### config.mk
export PLATFORM = sky130hd
export DESIGN_NAME = slc_serial_link_config_regs
export DESIGN_NICKNAME = d
export VERILOG_FILES = /design/src/hdl/slc_pkg.sv /design/src/hdl/slc_spi_slave.sv /design/src/hdl/slc_serial_link_config_regs.sv
export SDC_FILE = /design/constraint.sdc
export NUM_CORES = 1
export LEC_CHECK = 0
export BUFFER_PORTS_ARGS = -buffer_cell sky130_fd_sc_hd__buf_2
export CORE_MARGIN = 4
export CORE_UTILIZATION = 35
export CTS_BUF_LIST = sky130_fd_sc_hd__clkbuf_8
export DETAILED_ROUTE_END_ITERATION = 8
export PLACE_DENSITY = 0.61
export SLEW_MARGIN = 20
export SYNTH_ARGS = -nofsm -noshare
export SYNTH_HDL_FRONTEND = slang
export SYNTH_SLANG_ARGS = --single-unit
### constraint.sdc
create_clock -name clk -period 3.9 [get_ports clk]
set_input_delay 0.585 -clock clk [delete_from_list [all_inputs] [get_ports clk]]
set_output_delay 0.585 -clock clk [all_outputs]
set_load 0.01 [all_outputs]
### src/hdl/slc_pkg.sv
package slc_pkg;

  // ------------------------------------------------------------
  // Register addresses
  // ------------------------------------------------------------
  localparam logic [6:0] ADDR_DEV_ID = 7'h03;
  localparam logic [6:0] ADDR_BANK_ID = 7'h04;
  localparam logic [6:0] ADDR_LANES = 7'h05;
  localparam logic [6:0] ADDR_FRAMES = 7'h06;
  localparam logic [6:0] ADDR_MODE = 7'h07;
  localparam logic [6:0] ADDR_SUBCLASS = 7'h08;

  // ------------------------------------------------------------
  // Reset values
  // ------------------------------------------------------------
  localparam logic [7:0] RST_DEV_ID = 8'h00;
  localparam logic [3:0] RST_BANK_ID = 4'h0;
  localparam logic [2:0] RST_LANES_M1 = 3'h1;
  localparam logic [4:0] RST_FRAMES_M1 = 5'h0F;
  localparam logic [7:0] RST_MODE = 8'h00;
  localparam logic [7:0] RST_SUBCLASS = 8'h00;

  // ------------------------------------------------------------
  // Field positions and codes
  // ------------------------------------------------------------
  localparam int MODE_ALIGN_SEQ_DIS_BIT = 5;
  localparam int MODE_LANE_MON_DIS_BIT = 4;
  localparam int MODE_FRAME_MON_DIS_BIT = 3;
  localparam int MODE_DIV_RST_DIS_BIT = 1;
  localparam int MODE_SCRAMBLE_BIT = 0;
  localparam logic [7:0] MODE_WRITE_MASK = 8'h3B;
  localparam int SUB_DEARM_LSB = 5;
  localparam int SUB_ALERT_BIT = 4;
  localparam int SUB_TX_SYNC_BIT = 3;
  localparam logic [2:0] SUBCLASS_0 = 3'h0;
  localparam logic [2:0] SUBCLASS_1 = 3'h1;
  localparam logic [2:0] SUBCLASS_2 = 3'h2;
  localparam logic [2:0] LANES_ONE = 3'h0;
  localparam logic [4:0] SPI_LAST_BIT = 5'h10;
  localparam logic [4:0] SPI_ADDR_DONE = 5'h08;

  // ------------------------------------------------------------
  // Types
  // ------------------------------------------------------------
  typedef struct packed {
    logic wrStb;
    logic [6:0] addr;
    logic [7:0] data;
  } slc_spi_req_t;

  typedef struct packed {
    logic [7:0] deviceId;
    logic [3:0] bankId;
    logic [2:0] laneCountM1;
    logic [4:0] framesM1;
    logic [7:0] mode;
    logic [7:0] subclass;
  } slc_regs_t;

  typedef struct packed {
    logic [7:0] deviceId;
    logic [3:0] bankId;
    logic [2:0] laneCountM1;
    logic [4:0] framesM1;
    logic singleLane;
    logic alignSeqEnable;
    logic laneMonEnable;
    logic frameMonEnable;
    logic scramblerEnable;
    logic [2:0] subclassSel;
  } slc_link_cfg_t;

  typedef enum logic [2:0] {
    SPI_IDLE = 3'b001,
    SPI_SHIFT = 3'b010,
    SPI_DONE = 3'b100
  } slc_spi_fsm_t;

  typedef struct packed {
    logic [2:0] pinS1;
    logic [2:0] pinS2;
    logic [2:0] pinS3;
    logic [2:0] pinFilt;
    slc_spi_fsm_t fsm;
    logic [4:0] bitCnt;
    logic [15:0] shift;
    logic readOp;
    logic [7:0] rdShift;
    logic sdoOut;
    logic sdoOe;
    slc_spi_req_t req;
  } slc_spi_state_t;

  typedef struct packed {
    slc_regs_t regs;
    slc_link_cfg_t cfg;
    logic [1:0] pinS1;
    logic [1:0] pinS2;
    logic [1:0] pinS3;
    logic [1:0] pinFilt;
    logic [7:0] frameDiv;
    logic [4:0] lmfcCnt;
    logic armed;
    logic [2:0] dearmCnt;
    logic divReset;
    logic lmfcTick;
    logic commaReq;
    logic [4:0] commaCnt;
  } slc_core_state_t;

endpackage

### src/hdl/slc_spi_slave.sv
`timescale 1ns/1ps

module slc_spi_slave (
  input wire logic clk,
  input wire logic reset_n,
  input wire logic spiCsN,
  input wire logic spiSck,
  input wire logic spiSdi,
  input wire logic [7:0] rdData,
  output slc_pkg::slc_spi_req_t req,
  output logic sdoOut,
  output logic sdoOe
);

  slc_pkg::slc_spi_state_t stateReg;
  slc_pkg::slc_spi_state_t stateNext;
  logic [2:0] diff;
  logic csLow;
  logic sckRise;
  logic sckFall;

  // ------------------------------------------------------------
  // Pin filter and serial frame sequencer
  // ------------------------------------------------------------
  always_comb begin
    stateNext = stateReg;
    stateNext.req.wrStb = 1'b0;
    stateNext.pinS1 = {spiSdi, spiSck, spiCsN};
    stateNext.pinS2 = stateReg.pinS1;
    stateNext.pinS3 = stateReg.pinS2;
    diff = stateReg.pinS2 ^ stateReg.pinS3;
    stateNext.pinFilt = (~diff & stateReg.pinS3) | (diff & stateReg.pinFilt);
    csLow = ~stateNext.pinFilt[0];
    sckRise = stateNext.pinFilt[1] & ~stateReg.pinFilt[1];
    sckFall = ~stateNext.pinFilt[1] & stateReg.pinFilt[1];
    case (stateReg.fsm)
      slc_pkg::SPI_IDLE: begin
        stateNext.bitCnt = 5'h00;
        stateNext.sdoOe = 1'b0;
        if (csLow) begin
          stateNext.fsm = slc_pkg::SPI_SHIFT;
        end
      end
      slc_pkg::SPI_SHIFT: begin
        if (!csLow) begin
          stateNext.fsm = slc_pkg::SPI_IDLE;
          stateNext.sdoOe = 1'b0;
        end else if (sckRise) begin
          stateNext.shift = {stateReg.shift[14:0], stateNext.pinFilt[2]};
          stateNext.bitCnt = stateReg.bitCnt + 5'h01;
          if (stateNext.bitCnt == slc_pkg::SPI_ADDR_DONE) begin
            stateNext.readOp = stateNext.shift[7];
            stateNext.req.addr = stateNext.shift[6:0];
          end
          if (stateNext.bitCnt == slc_pkg::SPI_LAST_BIT) begin
            stateNext.req.wrStb = ~stateReg.readOp;
            stateNext.req.data = stateNext.shift[7:0];
            stateNext.fsm = slc_pkg::SPI_DONE;
          end
        end else if (sckFall && stateReg.readOp) begin
          // Read data leaves MSB first on falling edges
          if (stateReg.bitCnt == slc_pkg::SPI_ADDR_DONE) begin
            stateNext.sdoOut = rdData[7];
            stateNext.rdShift = {rdData[6:0], 1'b0};
            stateNext.sdoOe = 1'b1;
          end else if (stateReg.bitCnt > slc_pkg::SPI_ADDR_DONE) begin
            stateNext.sdoOut = stateReg.rdShift[7];
            stateNext.rdShift = {stateReg.rdShift[6:0], 1'b0};
          end
        end
      end
      slc_pkg::SPI_DONE: begin
        if (!csLow) begin
          stateNext.fsm = slc_pkg::SPI_IDLE;
          stateNext.sdoOe = 1'b0;
        end
      end
      default: begin
        stateNext.fsm = slc_pkg::SPI_IDLE;
      end
    endcase
  end

  // State register
  always_ff @(posedge clk or negedge reset_n) begin
    if (!reset_n) begin
      stateReg <= '0;
      stateReg.pinS1 <= 3'h7;
      stateReg.pinS2 <= 3'h7;
      stateReg.pinS3 <= 3'h7;
      stateReg.pinFilt <= 3'h7;
      stateReg.fsm <= slc_pkg::SPI_IDLE;
    end else begin
      stateReg <= stateNext;
    end
  end

  assign req = stateReg.req;
  assign sdoOut = stateReg.sdoOut;
  assign sdoOe = stateReg.sdoOe;

  sdoIdle_a: assert property (@(posedge clk) disable iff (!reset_n)
    stateReg.pinFilt[0] |=> !sdoOe)
    else $error("serial output driven while deselected");

endmodule // slc_spi_slave

### src/hdl/slc_serial_link_config_regs.sv
`timescale 1ns/1ps

// Contract
// - Device identifier resets zero, only for alignment
// - Four-bit bank identifier, resets zero, alignment only
// - Lane field 000 one lane, 001 two
// - Lane count configures lanes and is reported
// - Frames-per-multiframe minus one resets to fifteen
// - Mode bit 4 set disables lane monitor
// - Mode bit 3 set disables frame monitor
// - Mode bit 1 set ignores divider reset
// - Mode bit 0 set enables scrambling
// - De-arm length is field plus one multiframes
// - Alert mode: first pulse arms, later act
// - Phase change sends one comma multiframe
// - Subclass select: 0 none, 1 SYSREF, 2 sync
module slc_serial_link_config_regs #(
  parameter logic [7:0] FRAME_CYCLES = 8'h01
) (
  input wire logic clk,
  input wire logic reset_n,
  input wire logic spiCsN,
  input wire logic spiSck,
  input wire logic spiSdi,
  input wire logic sysrefIn,
  input wire logic syncN,
  output logic sdoOut,
  output logic sdoOe,
  output slc_pkg::slc_link_cfg_t linkCfg,
  output logic dividerReset,
  output logic lmfcTick,
  output logic commaRequest
);

  slc_pkg::slc_core_state_t stateReg;
  slc_pkg::slc_core_state_t stateNext;
  slc_pkg::slc_spi_req_t req;
  logic [7:0] readData;
  logic [1:0] diff;
  logic sysrefRise;
  logic syncRise;
  logic frameEn;
  logic act;
  logic alertOn;
  logic [2:0] subSel;

  // ------------------------------------------------------------
  // Serial configuration port
  // ------------------------------------------------------------
  slc_spi_slave uSpi (
    .clk(clk),
    .reset_n(reset_n),
    .spiCsN(spiCsN),
    .spiSck(spiSck),
    .spiSdi(spiSdi),
    .rdData(readData),
    .req(req),
    .sdoOut(sdoOut),
    .sdoOe(sdoOe)
  );

  // ------------------------------------------------------------
  // Read-back multiplexer
  // ------------------------------------------------------------
  always_comb begin
    case (req.addr)
      slc_pkg::ADDR_DEV_ID: readData = stateReg.regs.deviceId;
      slc_pkg::ADDR_BANK_ID: readData = {4'h0, stateReg.regs.bankId};
      slc_pkg::ADDR_LANES: readData = {5'h00, stateReg.regs.laneCountM1};
      slc_pkg::ADDR_FRAMES: readData = {3'h0, stateReg.regs.framesM1};
      slc_pkg::ADDR_MODE: readData = stateReg.regs.mode;
      slc_pkg::ADDR_SUBCLASS: readData = stateReg.regs.subclass;
      default: readData = 8'h00;
    endcase
  end

  // ------------------------------------------------------------
  // Registers, decode and link timing
  // ------------------------------------------------------------
  always_comb begin
    stateNext = stateReg;
    stateNext.divReset = 1'b0;
    stateNext.lmfcTick = 1'b0;
    act = 1'b0;
    // Timing pins: change counts when second and third stages agree
    stateNext.pinS1 = {syncN, sysrefIn};
    stateNext.pinS2 = stateReg.pinS1;
    stateNext.pinS3 = stateReg.pinS2;
    diff = stateReg.pinS2 ^ stateReg.pinS3;
    stateNext.pinFilt = (~diff & stateReg.pinS3) | (diff & stateReg.pinFilt);
    sysrefRise = stateNext.pinFilt[0] & ~stateReg.pinFilt[0];
    syncRise = stateNext.pinFilt[1] & ~stateReg.pinFilt[1];

    // Register writes, reserved bits dropped
    if (req.wrStb) begin
      case (req.addr)
        slc_pkg::ADDR_DEV_ID: stateNext.regs.deviceId = req.data;
        slc_pkg::ADDR_BANK_ID: stateNext.regs.bankId = req.data[3:0];
        slc_pkg::ADDR_LANES: stateNext.regs.laneCountM1 = req.data[2:0];
        slc_pkg::ADDR_FRAMES: stateNext.regs.framesM1 = req.data[4:0];
        slc_pkg::ADDR_MODE: begin
          stateNext.regs.mode = req.data & slc_pkg::MODE_WRITE_MASK;
        end
        slc_pkg::ADDR_SUBCLASS: stateNext.regs.subclass = req.data;
        default: begin
        end
      endcase
    end

    // Decoded link configuration, identifiers passed only to alignment
    stateNext.cfg.deviceId = stateNext.regs.deviceId;
    stateNext.cfg.bankId = stateNext.regs.bankId;
    stateNext.cfg.laneCountM1 = stateNext.regs.laneCountM1;
    stateNext.cfg.singleLane =
      (stateNext.regs.laneCountM1 == slc_pkg::LANES_ONE);
    stateNext.cfg.framesM1 = stateNext.regs.framesM1;
    stateNext.cfg.alignSeqEnable =
      ~stateNext.regs.mode[slc_pkg::MODE_ALIGN_SEQ_DIS_BIT];
    stateNext.cfg.laneMonEnable =
      ~stateNext.regs.mode[slc_pkg::MODE_LANE_MON_DIS_BIT];
    stateNext.cfg.frameMonEnable =
      ~stateNext.regs.mode[slc_pkg::MODE_FRAME_MON_DIS_BIT];
    stateNext.cfg.scramblerEnable =
      stateNext.regs.mode[slc_pkg::MODE_SCRAMBLE_BIT];
    stateNext.cfg.subclassSel = stateNext.regs.subclass[2:0];

    // Frame enable divider and multiframe counter
    frameEn = (stateReg.frameDiv == FRAME_CYCLES - 8'h01);
    if (frameEn) begin
      stateNext.frameDiv = 8'h00;
      // Wrap at or above the length so a shortened value never stalls
      if (stateReg.lmfcCnt >= stateReg.regs.framesM1) begin
        stateNext.lmfcCnt = 5'h00;
        stateNext.lmfcTick = 1'b1;
      end else begin
        stateNext.lmfcCnt = stateReg.lmfcCnt + 5'h01;
      end
    end else begin
      stateNext.frameDiv = stateReg.frameDiv + 8'h01;
    end

    // Comma multiframe runs for framesM1 plus one frames
    if (stateReg.commaReq && frameEn) begin
      if (stateReg.commaCnt == 5'h00) begin
        stateNext.commaReq = 1'b0;
      end else begin
        stateNext.commaCnt = stateReg.commaCnt - 5'h01;
      end
    end

    // De-arm after field plus one quiet multiframes
    if (stateNext.lmfcTick && stateReg.armed) begin
      if (stateReg.dearmCnt == 3'h0) begin
        stateNext.armed = 1'b0;
      end else begin
        stateNext.dearmCnt = stateReg.dearmCnt - 3'h1;
      end
    end

    // Divider reset events by subclass
    subSel = stateReg.regs.subclass[2:0];
    alertOn = stateReg.regs.subclass[slc_pkg::SUB_ALERT_BIT];
    if (!stateReg.regs.mode[slc_pkg::MODE_DIV_RST_DIS_BIT]) begin
      case (subSel)
        slc_pkg::SUBCLASS_1: begin
          if (sysrefRise) begin
            if (!alertOn) begin
              act = 1'b1;
            end else if (!stateReg.armed) begin
              stateNext.armed = 1'b1;
              stateNext.dearmCnt =
                stateReg.regs.subclass[slc_pkg::SUB_DEARM_LSB +: 3];
            end else begin
              act = 1'b1;
              stateNext.dearmCnt =
                stateReg.regs.subclass[slc_pkg::SUB_DEARM_LSB +: 3];
            end
          end
        end
        slc_pkg::SUBCLASS_2: begin
          act = syncRise;
        end
        default: begin
          act = 1'b0;
        end
      endcase
    end
    if (!alertOn) begin
      stateNext.armed = 1'b0;
    end

    // Realign dividers; a moved phase triggers the comma multiframe
    if (act) begin
      stateNext.divReset = 1'b1;
      if ((stateReg.frameDiv != 8'h00 || stateReg.lmfcCnt != 5'h00) &&
          stateReg.regs.subclass[slc_pkg::SUB_TX_SYNC_BIT]) begin
        stateNext.commaReq = 1'b1;
        stateNext.commaCnt = stateReg.regs.framesM1;
      end
      stateNext.frameDiv = 8'h00;
      stateNext.lmfcCnt = 5'h00;
      stateNext.lmfcTick = 1'b0;
    end
  end

  // State register
  always_ff @(posedge clk or negedge reset_n) begin
    if (!reset_n) begin
      stateReg <= '0;
      stateReg.regs.deviceId <= slc_pkg::RST_DEV_ID;
      stateReg.regs.bankId <= slc_pkg::RST_BANK_ID;
      stateReg.regs.laneCountM1 <= slc_pkg::RST_LANES_M1;
      stateReg.regs.framesM1 <= slc_pkg::RST_FRAMES_M1;
      stateReg.regs.mode <= slc_pkg::RST_MODE;
      stateReg.regs.subclass <= slc_pkg::RST_SUBCLASS;
      stateReg.cfg.deviceId <= slc_pkg::RST_DEV_ID;
      stateReg.cfg.bankId <= slc_pkg::RST_BANK_ID;
      stateReg.cfg.laneCountM1 <= slc_pkg::RST_LANES_M1;
      stateReg.cfg.framesM1 <= slc_pkg::RST_FRAMES_M1;
      stateReg.cfg.alignSeqEnable <= 1'b1;
      stateReg.cfg.laneMonEnable <= 1'b1;
      stateReg.cfg.frameMonEnable <= 1'b1;
      stateReg.pinS1 <= 2'h2;
      stateReg.pinS2 <= 2'h2;
      stateReg.pinS3 <= 2'h2;
      stateReg.pinFilt <= 2'h2;
    end else begin
      stateReg <= stateNext;
    end
  end

  assign linkCfg = stateReg.cfg;
  assign dividerReset = stateReg.divReset;
  assign lmfcTick = stateReg.lmfcTick;
  assign commaRequest = stateReg.commaReq;

  // ------------------------------------------------------------
  // Checks
  // ------------------------------------------------------------
  devIdWrite_a: assert property (@(posedge clk) disable iff (!reset_n)
    req.wrStb && req.addr == slc_pkg::ADDR_DEV_ID
    |=> linkCfg.deviceId == $past(req.data))
    else $error("device identifier not updated");

  bankIdWrite_a: assert property (@(posedge clk) disable iff (!reset_n)
    req.wrStb && req.addr == slc_pkg::ADDR_BANK_ID
    |=> linkCfg.bankId == $past(req.data[3:0]))
    else $error("bank identifier not updated");

  laneDecode_a: assert property (@(posedge clk) disable iff (!reset_n)
    linkCfg.singleLane == (linkCfg.laneCountM1 == slc_pkg::LANES_ONE))
    else $error("lane arrangement disagrees with count");

  laneWrite_a: assert property (@(posedge clk) disable iff (!reset_n)
    req.wrStb && req.addr == slc_pkg::ADDR_LANES
    |=> linkCfg.laneCountM1 == $past(req.data[2:0]))
    else $error("lane count not reported");

  lmfcWrap_a: assert property (@(posedge clk) disable iff (!reset_n)
    frameEn && stateReg.lmfcCnt >= stateReg.regs.framesM1
    |=> stateReg.lmfcCnt == 5'h00)
    else $error("multiframe counter missed its wrap");

  alignSeq_a: assert property (@(posedge clk) disable iff (!reset_n)
    req.wrStb && req.addr == slc_pkg::ADDR_MODE
    |=> linkCfg.alignSeqEnable ==
        !$past(req.data[slc_pkg::MODE_ALIGN_SEQ_DIS_BIT]))
    else $error("alignment sequence enable wrong");

  laneMon_a: assert property (@(posedge clk) disable iff (!reset_n)
    linkCfg.laneMonEnable != stateReg.regs.mode[4])
    else $error("lane monitor enable wrong");

  frameMon_a: assert property (@(posedge clk) disable iff (!reset_n)
    linkCfg.frameMonEnable != stateReg.regs.mode[3])
    else $error("frame monitor enable wrong");

  divRstDis_a: assert property (@(posedge clk) disable iff (!reset_n)
    dividerReset |-> !$past(stateReg.regs.mode[1]))
    else $error("divider reset while disabled");

  scramble_a: assert property (@(posedge clk) disable iff (!reset_n)
    req.wrStb && req.addr == slc_pkg::ADDR_MODE
    |=> linkCfg.scramblerEnable == $past(req.data[0]))
    else $error("scrambler enable wrong");

  dearmEnd_a: assert property (@(posedge clk) disable iff (!reset_n)
    stateReg.armed && stateReg.dearmCnt == 3'h0 && stateNext.lmfcTick &&
    !act && !sysrefRise |=> !stateReg.armed)
    else $error("arming not released");

  alertArm_a: assert property (@(posedge clk) disable iff (!reset_n)
    sysrefRise && alertOn && !stateReg.armed && subSel == 3'h1 &&
    !stateReg.regs.mode[slc_pkg::MODE_DIV_RST_DIS_BIT]
    |=> !dividerReset && stateReg.armed)
    else $error("first pulse in alert mode acted");

  commaLen_a: assert property (@(posedge clk) disable iff (!reset_n)
    $rose(commaRequest) |-> $past(stateReg.regs.subclass[3]) &&
    stateReg.commaCnt == $past(stateReg.regs.framesM1))
    else $error("comma multiframe started wrongly");

  subclassZero_a: assert property (@(posedge clk) disable iff (!reset_n)
    dividerReset |-> $past(subSel) == 3'h1 || $past(subSel) == 3'h2)
    else $error("divider reset outside subclass 1 or 2");

  // ------------------------------------------------------------
  // Timing event checks
  // ------------------------------------------------------------

  // Subclass 0 never realigns the dividers
  sub0Quiet_a: assert property (@(posedge clk) disable iff (!reset_n)
    subSel == slc_pkg::SUBCLASS_0 |=> !dividerReset)
    else $error("divider reset in subclass 0");

  // Subclass 1 SYSREF edge realigns when enabled
  sysrefAct_a: assert property (@(posedge clk) disable iff (!reset_n)
    sysrefRise && subSel == slc_pkg::SUBCLASS_1 && !alertOn &&
    !stateReg.regs.mode[slc_pkg::MODE_DIV_RST_DIS_BIT] |=> dividerReset)
    else $error("SYSREF edge did not realign");

  // Subclass 2 sync release realigns when enabled
  syncAct_a: assert property (@(posedge clk) disable iff (!reset_n)
    syncRise && subSel == slc_pkg::SUBCLASS_2 &&
    !stateReg.regs.mode[slc_pkg::MODE_DIV_RST_DIS_BIT] |=> dividerReset)
    else $error("sync release did not realign");

  // A realign leaves both counters at zero
  realignZero_a: assert property (@(posedge clk) disable iff (!reset_n)
    dividerReset |-> stateReg.frameDiv == 8'h00 && stateReg.lmfcCnt == 5'h00)
    else $error("counters not cleared by realign");

  // Comma run ends after its last frame
  commaEnd_a: assert property (@(posedge clk) disable iff (!reset_n)
    stateReg.commaReq && frameEn && stateReg.commaCnt == 5'h00 && !act
    |=> !commaRequest)
    else $error("comma multiframe overran");

  // A later pulse in alert mode reloads the de-arm count
  dearmReload_a: assert property (@(posedge clk) disable iff (!reset_n)
    sysrefRise && alertOn && stateReg.armed &&
    subSel == slc_pkg::SUBCLASS_1 &&
    !stateReg.regs.mode[slc_pkg::MODE_DIV_RST_DIS_BIT]
    |=> dividerReset &&
        stateReg.dearmCnt == $past(stateReg.regs.subclass[7:5]))
    else $error("de-arm count not reloaded");

endmodule // slc_serial_link_config_regs

==> reports/qor.yml <==
fp.coreArea_sq_mm: 0.01658
htree_levels: 4
die_area_sq_mm: 0.01905
rr_worst_depth: 5
die_w_um: 138.0
synth_area_per_cell_sq_um: 11.67
power.density_mw_per_mm2: 400.2
place_area_sq_mm: 0.006120
period_share_pct: 65.17
grt_pass1_wl_mm: 21.01
post-cts-setup-buffers: 0
clock_power_share_pct: 45.2
synth_cells: 507
cts_hold_buf: 0
internal_power_mw: 2.024
start_util_pct: 35.67
first_iter_violations: 184
reg2reg_setup_slack_ns: 1.36
crit_fanout: 16
die_h_um: 138.0
cp.arrival_ns: 2.89
path_clk_slew_ns: 0.07
yosysTopAreaCell: "dfrtp_1"
synthDistinctLibCells: 70
drtAntennaViolNets: 0
synthFlopType: "dfrtp_1"
cap_violations: 0
ioPinCount: 40
timing.rr.end: "uSpi.stateReg[25]$_DFFE_PN0P_"
nets: 547
setup_viol: 0
dp_hpwl_mm: 8.600
synth-seq-cells: 123
synth_seq_area_share_pct: 52.56
utilization_pct: 39.44
overflow: 0
cp-start-kind: "flip-flop"
ys_top_cells_by_area: "dfrtp_1, dfstp_2, mux2_2"
cp-end-kind: "flip-flop"
syn_nets: 530
relSlewSlack_pct: 46.63
grt_pass1_vias: 4054
rows: 47
skew_ns: 0.01131
yosysWarnings: 0
fin_tns_setup_ns: 0
r2r-start: "uSpi.stateNext[54]$_DFF_PN1_"
fmax_ghz: 0.3934
pwr-share-seq_pct: 50.9
drv_slew: 0
grt_start_max_net_pins: 62
outcome: "complete, no violations"
drt_first_pass_iters: 4
final_layout_size_suffix_gt1_share_pct: 30.91
fin_area_sq_mm: 0.006541
vdd_drop_max_mv: 0.2004
clock_path_buffers: 2
async_flop_share_pct: 100.0
timing.final.crit_period_ns: 2.542
drc_errors: 0
vias_per_cell: 5.037
wl_per_cell_um: 15.90
hold_viol: 0
diodes: 0
cts_buffers: 17
combinationalPowerShare_pct: 3.8
place.gp.congestion: 0.7979
ctsRootBufferMaster: "clkbuf_8"
cts_tree: "done"
wl_mm: 12.04
crit_family: "simple AND/OR/NAND/NOR gates"
io_buffers: 39
clock_latency_ns: 0.45
crit_chain: "maj3_2, or3_1, nor4_4, o221ai_1, o21a_1"
p_leak_nw: 2.995
crit_required_ns: 4.24
synth_top_cell_area_share_pct: 41.46
crit_buf_inv: 0
cp_slowest_cell: "nor4_4"
cts.repair.resized: 0
grt_util_all_layers_pct: 13.56
grt_antenna_before_repair: 0
syn-cell-area_sq_mm: 0.005916
worstMarginPinSlew_ns: 0.7989
p_total_mw: 2.618
synth_edf_count: 0
area_growth_syn_to_layout_pct: 10.58
cts.sinks: 123
hold_class: "primary input to async pin"
switching_share_pct: 22.68
rsz0062_at_grt: "no"
slowest_delay_ns: 0.76
p_sw_mw: 0.5937
crit_type: "flip-flop to flip-flop"
vias: 3813
==> worst register-to-register path: cells and delay by family, from the launching register on <==
| kind | cells | cell delay, ns |
|---|---|---|
| AOI/OAI and AO/OA | 2 | 0.43 |
| and+or+nand+nor | 2 | 1.28 |
| adders and majority gates | 1 | 0.35 |
| DFF | 1 | 0.37 |
==> sequential cells by signal, indices dropped and copies added, names as in the netlist <==
name,flops
uSpi.req,16
stateNext,4
uSpi.stateNext,6
commaRequest,1
stateReg,38
alertOn,1
dividerReset,1
linkCfg,24
uSpi.stateReg,29
lmfcTick,1
uSpi.sdoOe,1
uSpi.sdoOut,1
==> power groups by stage <==
stage | combinational, mW | clock (mW) | sequential, mW
final | 0.100 | 1.18 | 1.33
after global routing | 0.120 | 1.28 | 1.34
after CTS | 0.104 | 1.21 | 1.33
after detailed placement | 0.103 | 0 | 1.36
after global placement | 0.0995 | 0 | 1.36
after floorplan | 0.0640 | 0 | 1.35
==> layout make-up <==
type                    count  area, sq um
repair buffers             41        212.7
multi-input cells         318         2436
flip-flops and latches    123         3109
clock inverters            12        146.4
well taps                 220        275.3
inverters                  23        86.33
clock buffers              20        275.3
fillers                  1619        10040
==> metrics by stage <==
stage | setup slack (ns) | hold WS [ns] | instances
CTS | 1.343 | 0.2047 | 757
finish | 1.358 | 0.2183 | 757
global route | 1.152 | 0.1951 | 757
detailed placement | 1.365 | 0.3481 | 725
global placement | 1.444 | 0.3466 | 725
floorplan | 1.897 | 0.2894 | 507
==> layer usage <==
layer / track usage [%] / up-vias / part of all wire (%)
met4: 4.264 / 0 / 1.4
met5: 0 / - / 0
met1: 16.87 / 1951 / 45
li1: - / 1802 / -
met2: 22.79 / 48 / 51
met3: 4.040 / 12 / 2.9
==> cells in the final DEF, fill, tap and decap left out, drive strengths merged, types with 3 or more instances in the layout <==
cell	synthesis	layout
nand3	18	18
a22oi	5	5
nor2	23	23
nand3b	5	5
nor3	8	8
a21oi	12	12
o221ai	4	4
nand2	50	50
nand2b	4	4
buf	33	41
nor2b	4	4
o22ai	3	3
or2	3	3
xor2	4	4
clkinvlp	0	5
xnor2	6	6
clkbuf	10	20
o21a	5	5
mux2	52	52
nor4	4	4
nand4	5	5
nor3b	7	7
o21ai	18	18
dfstp	25	25
and3	5	5
a22o	5	5
maj3	5	5
clkinv	0	3
ha	16	16
nand4b	3	3
and2	3	3
inv	23	24
dfrtp	98	98
bufinv	0	3
or3	4	4
mux2i	11	11
==> cell usage after synthesis, drive strengths merged (4+ instances only) <==
master,instances
dfstp,25
nor4,4
nor2b,4
nand4,5
nand3b,5
mux2,52
inv,23
a22oi,5
maj3,5
dfrtp,98
a22o,5
o21a,5
mux2i,11
o221ai,4
nand3,18
nor3b,7
nand2b,4
nor3,8
o21ai,18
or3,4
nor2,23
nand2,50
xor2,4
and3,5
clkbuf,10
ha,16
buf,33
a21oi,12
xnor2,6
==> cell families after synthesis <==
kind of cell,share of synthesized area (%)
buffers and inverters,6.260
multiplexers,12.52
AND/OR/NAND/NOR,15.33
XOR/XNOR,1.480
AO/OA/AOI/OAI,7.593
adder cells (fa/ha/maj),4.251
flip-flops,52.56
==> worst max-delay path by stage <==
stage                                    endpoint                          from  cells past startpoint  slack (ns)
global placement    uSpi.stateReg[21]$_DFFE_PN0P_  uSpi.stateNext[54]$_DFF_PN1_                      5        1.44
floorplan                   stateReg[9]$_DFF_PN0_        linkCfg[9]$_DFFE_PN1P_                      7        1.90
finish              uSpi.stateReg[25]$_DFFE_PN0P_  uSpi.stateNext[54]$_DFF_PN1_                      5        1.36
global route        uSpi.stateReg[21]$_DFFE_PN0P_  uSpi.stateNext[54]$_DFF_PN1_                      5        1.15
CTS                 uSpi.stateReg[25]$_DFFE_PN0P_  uSpi.stateNext[54]$_DFF_PN1_                      5        1.34
detailed placement  uSpi.stateReg[25]$_DFFE_PN0P_  uSpi.stateNext[54]$_DFF_PN1_                      5        1.36
Note: power is estimated with default switching activity, not from simulation.
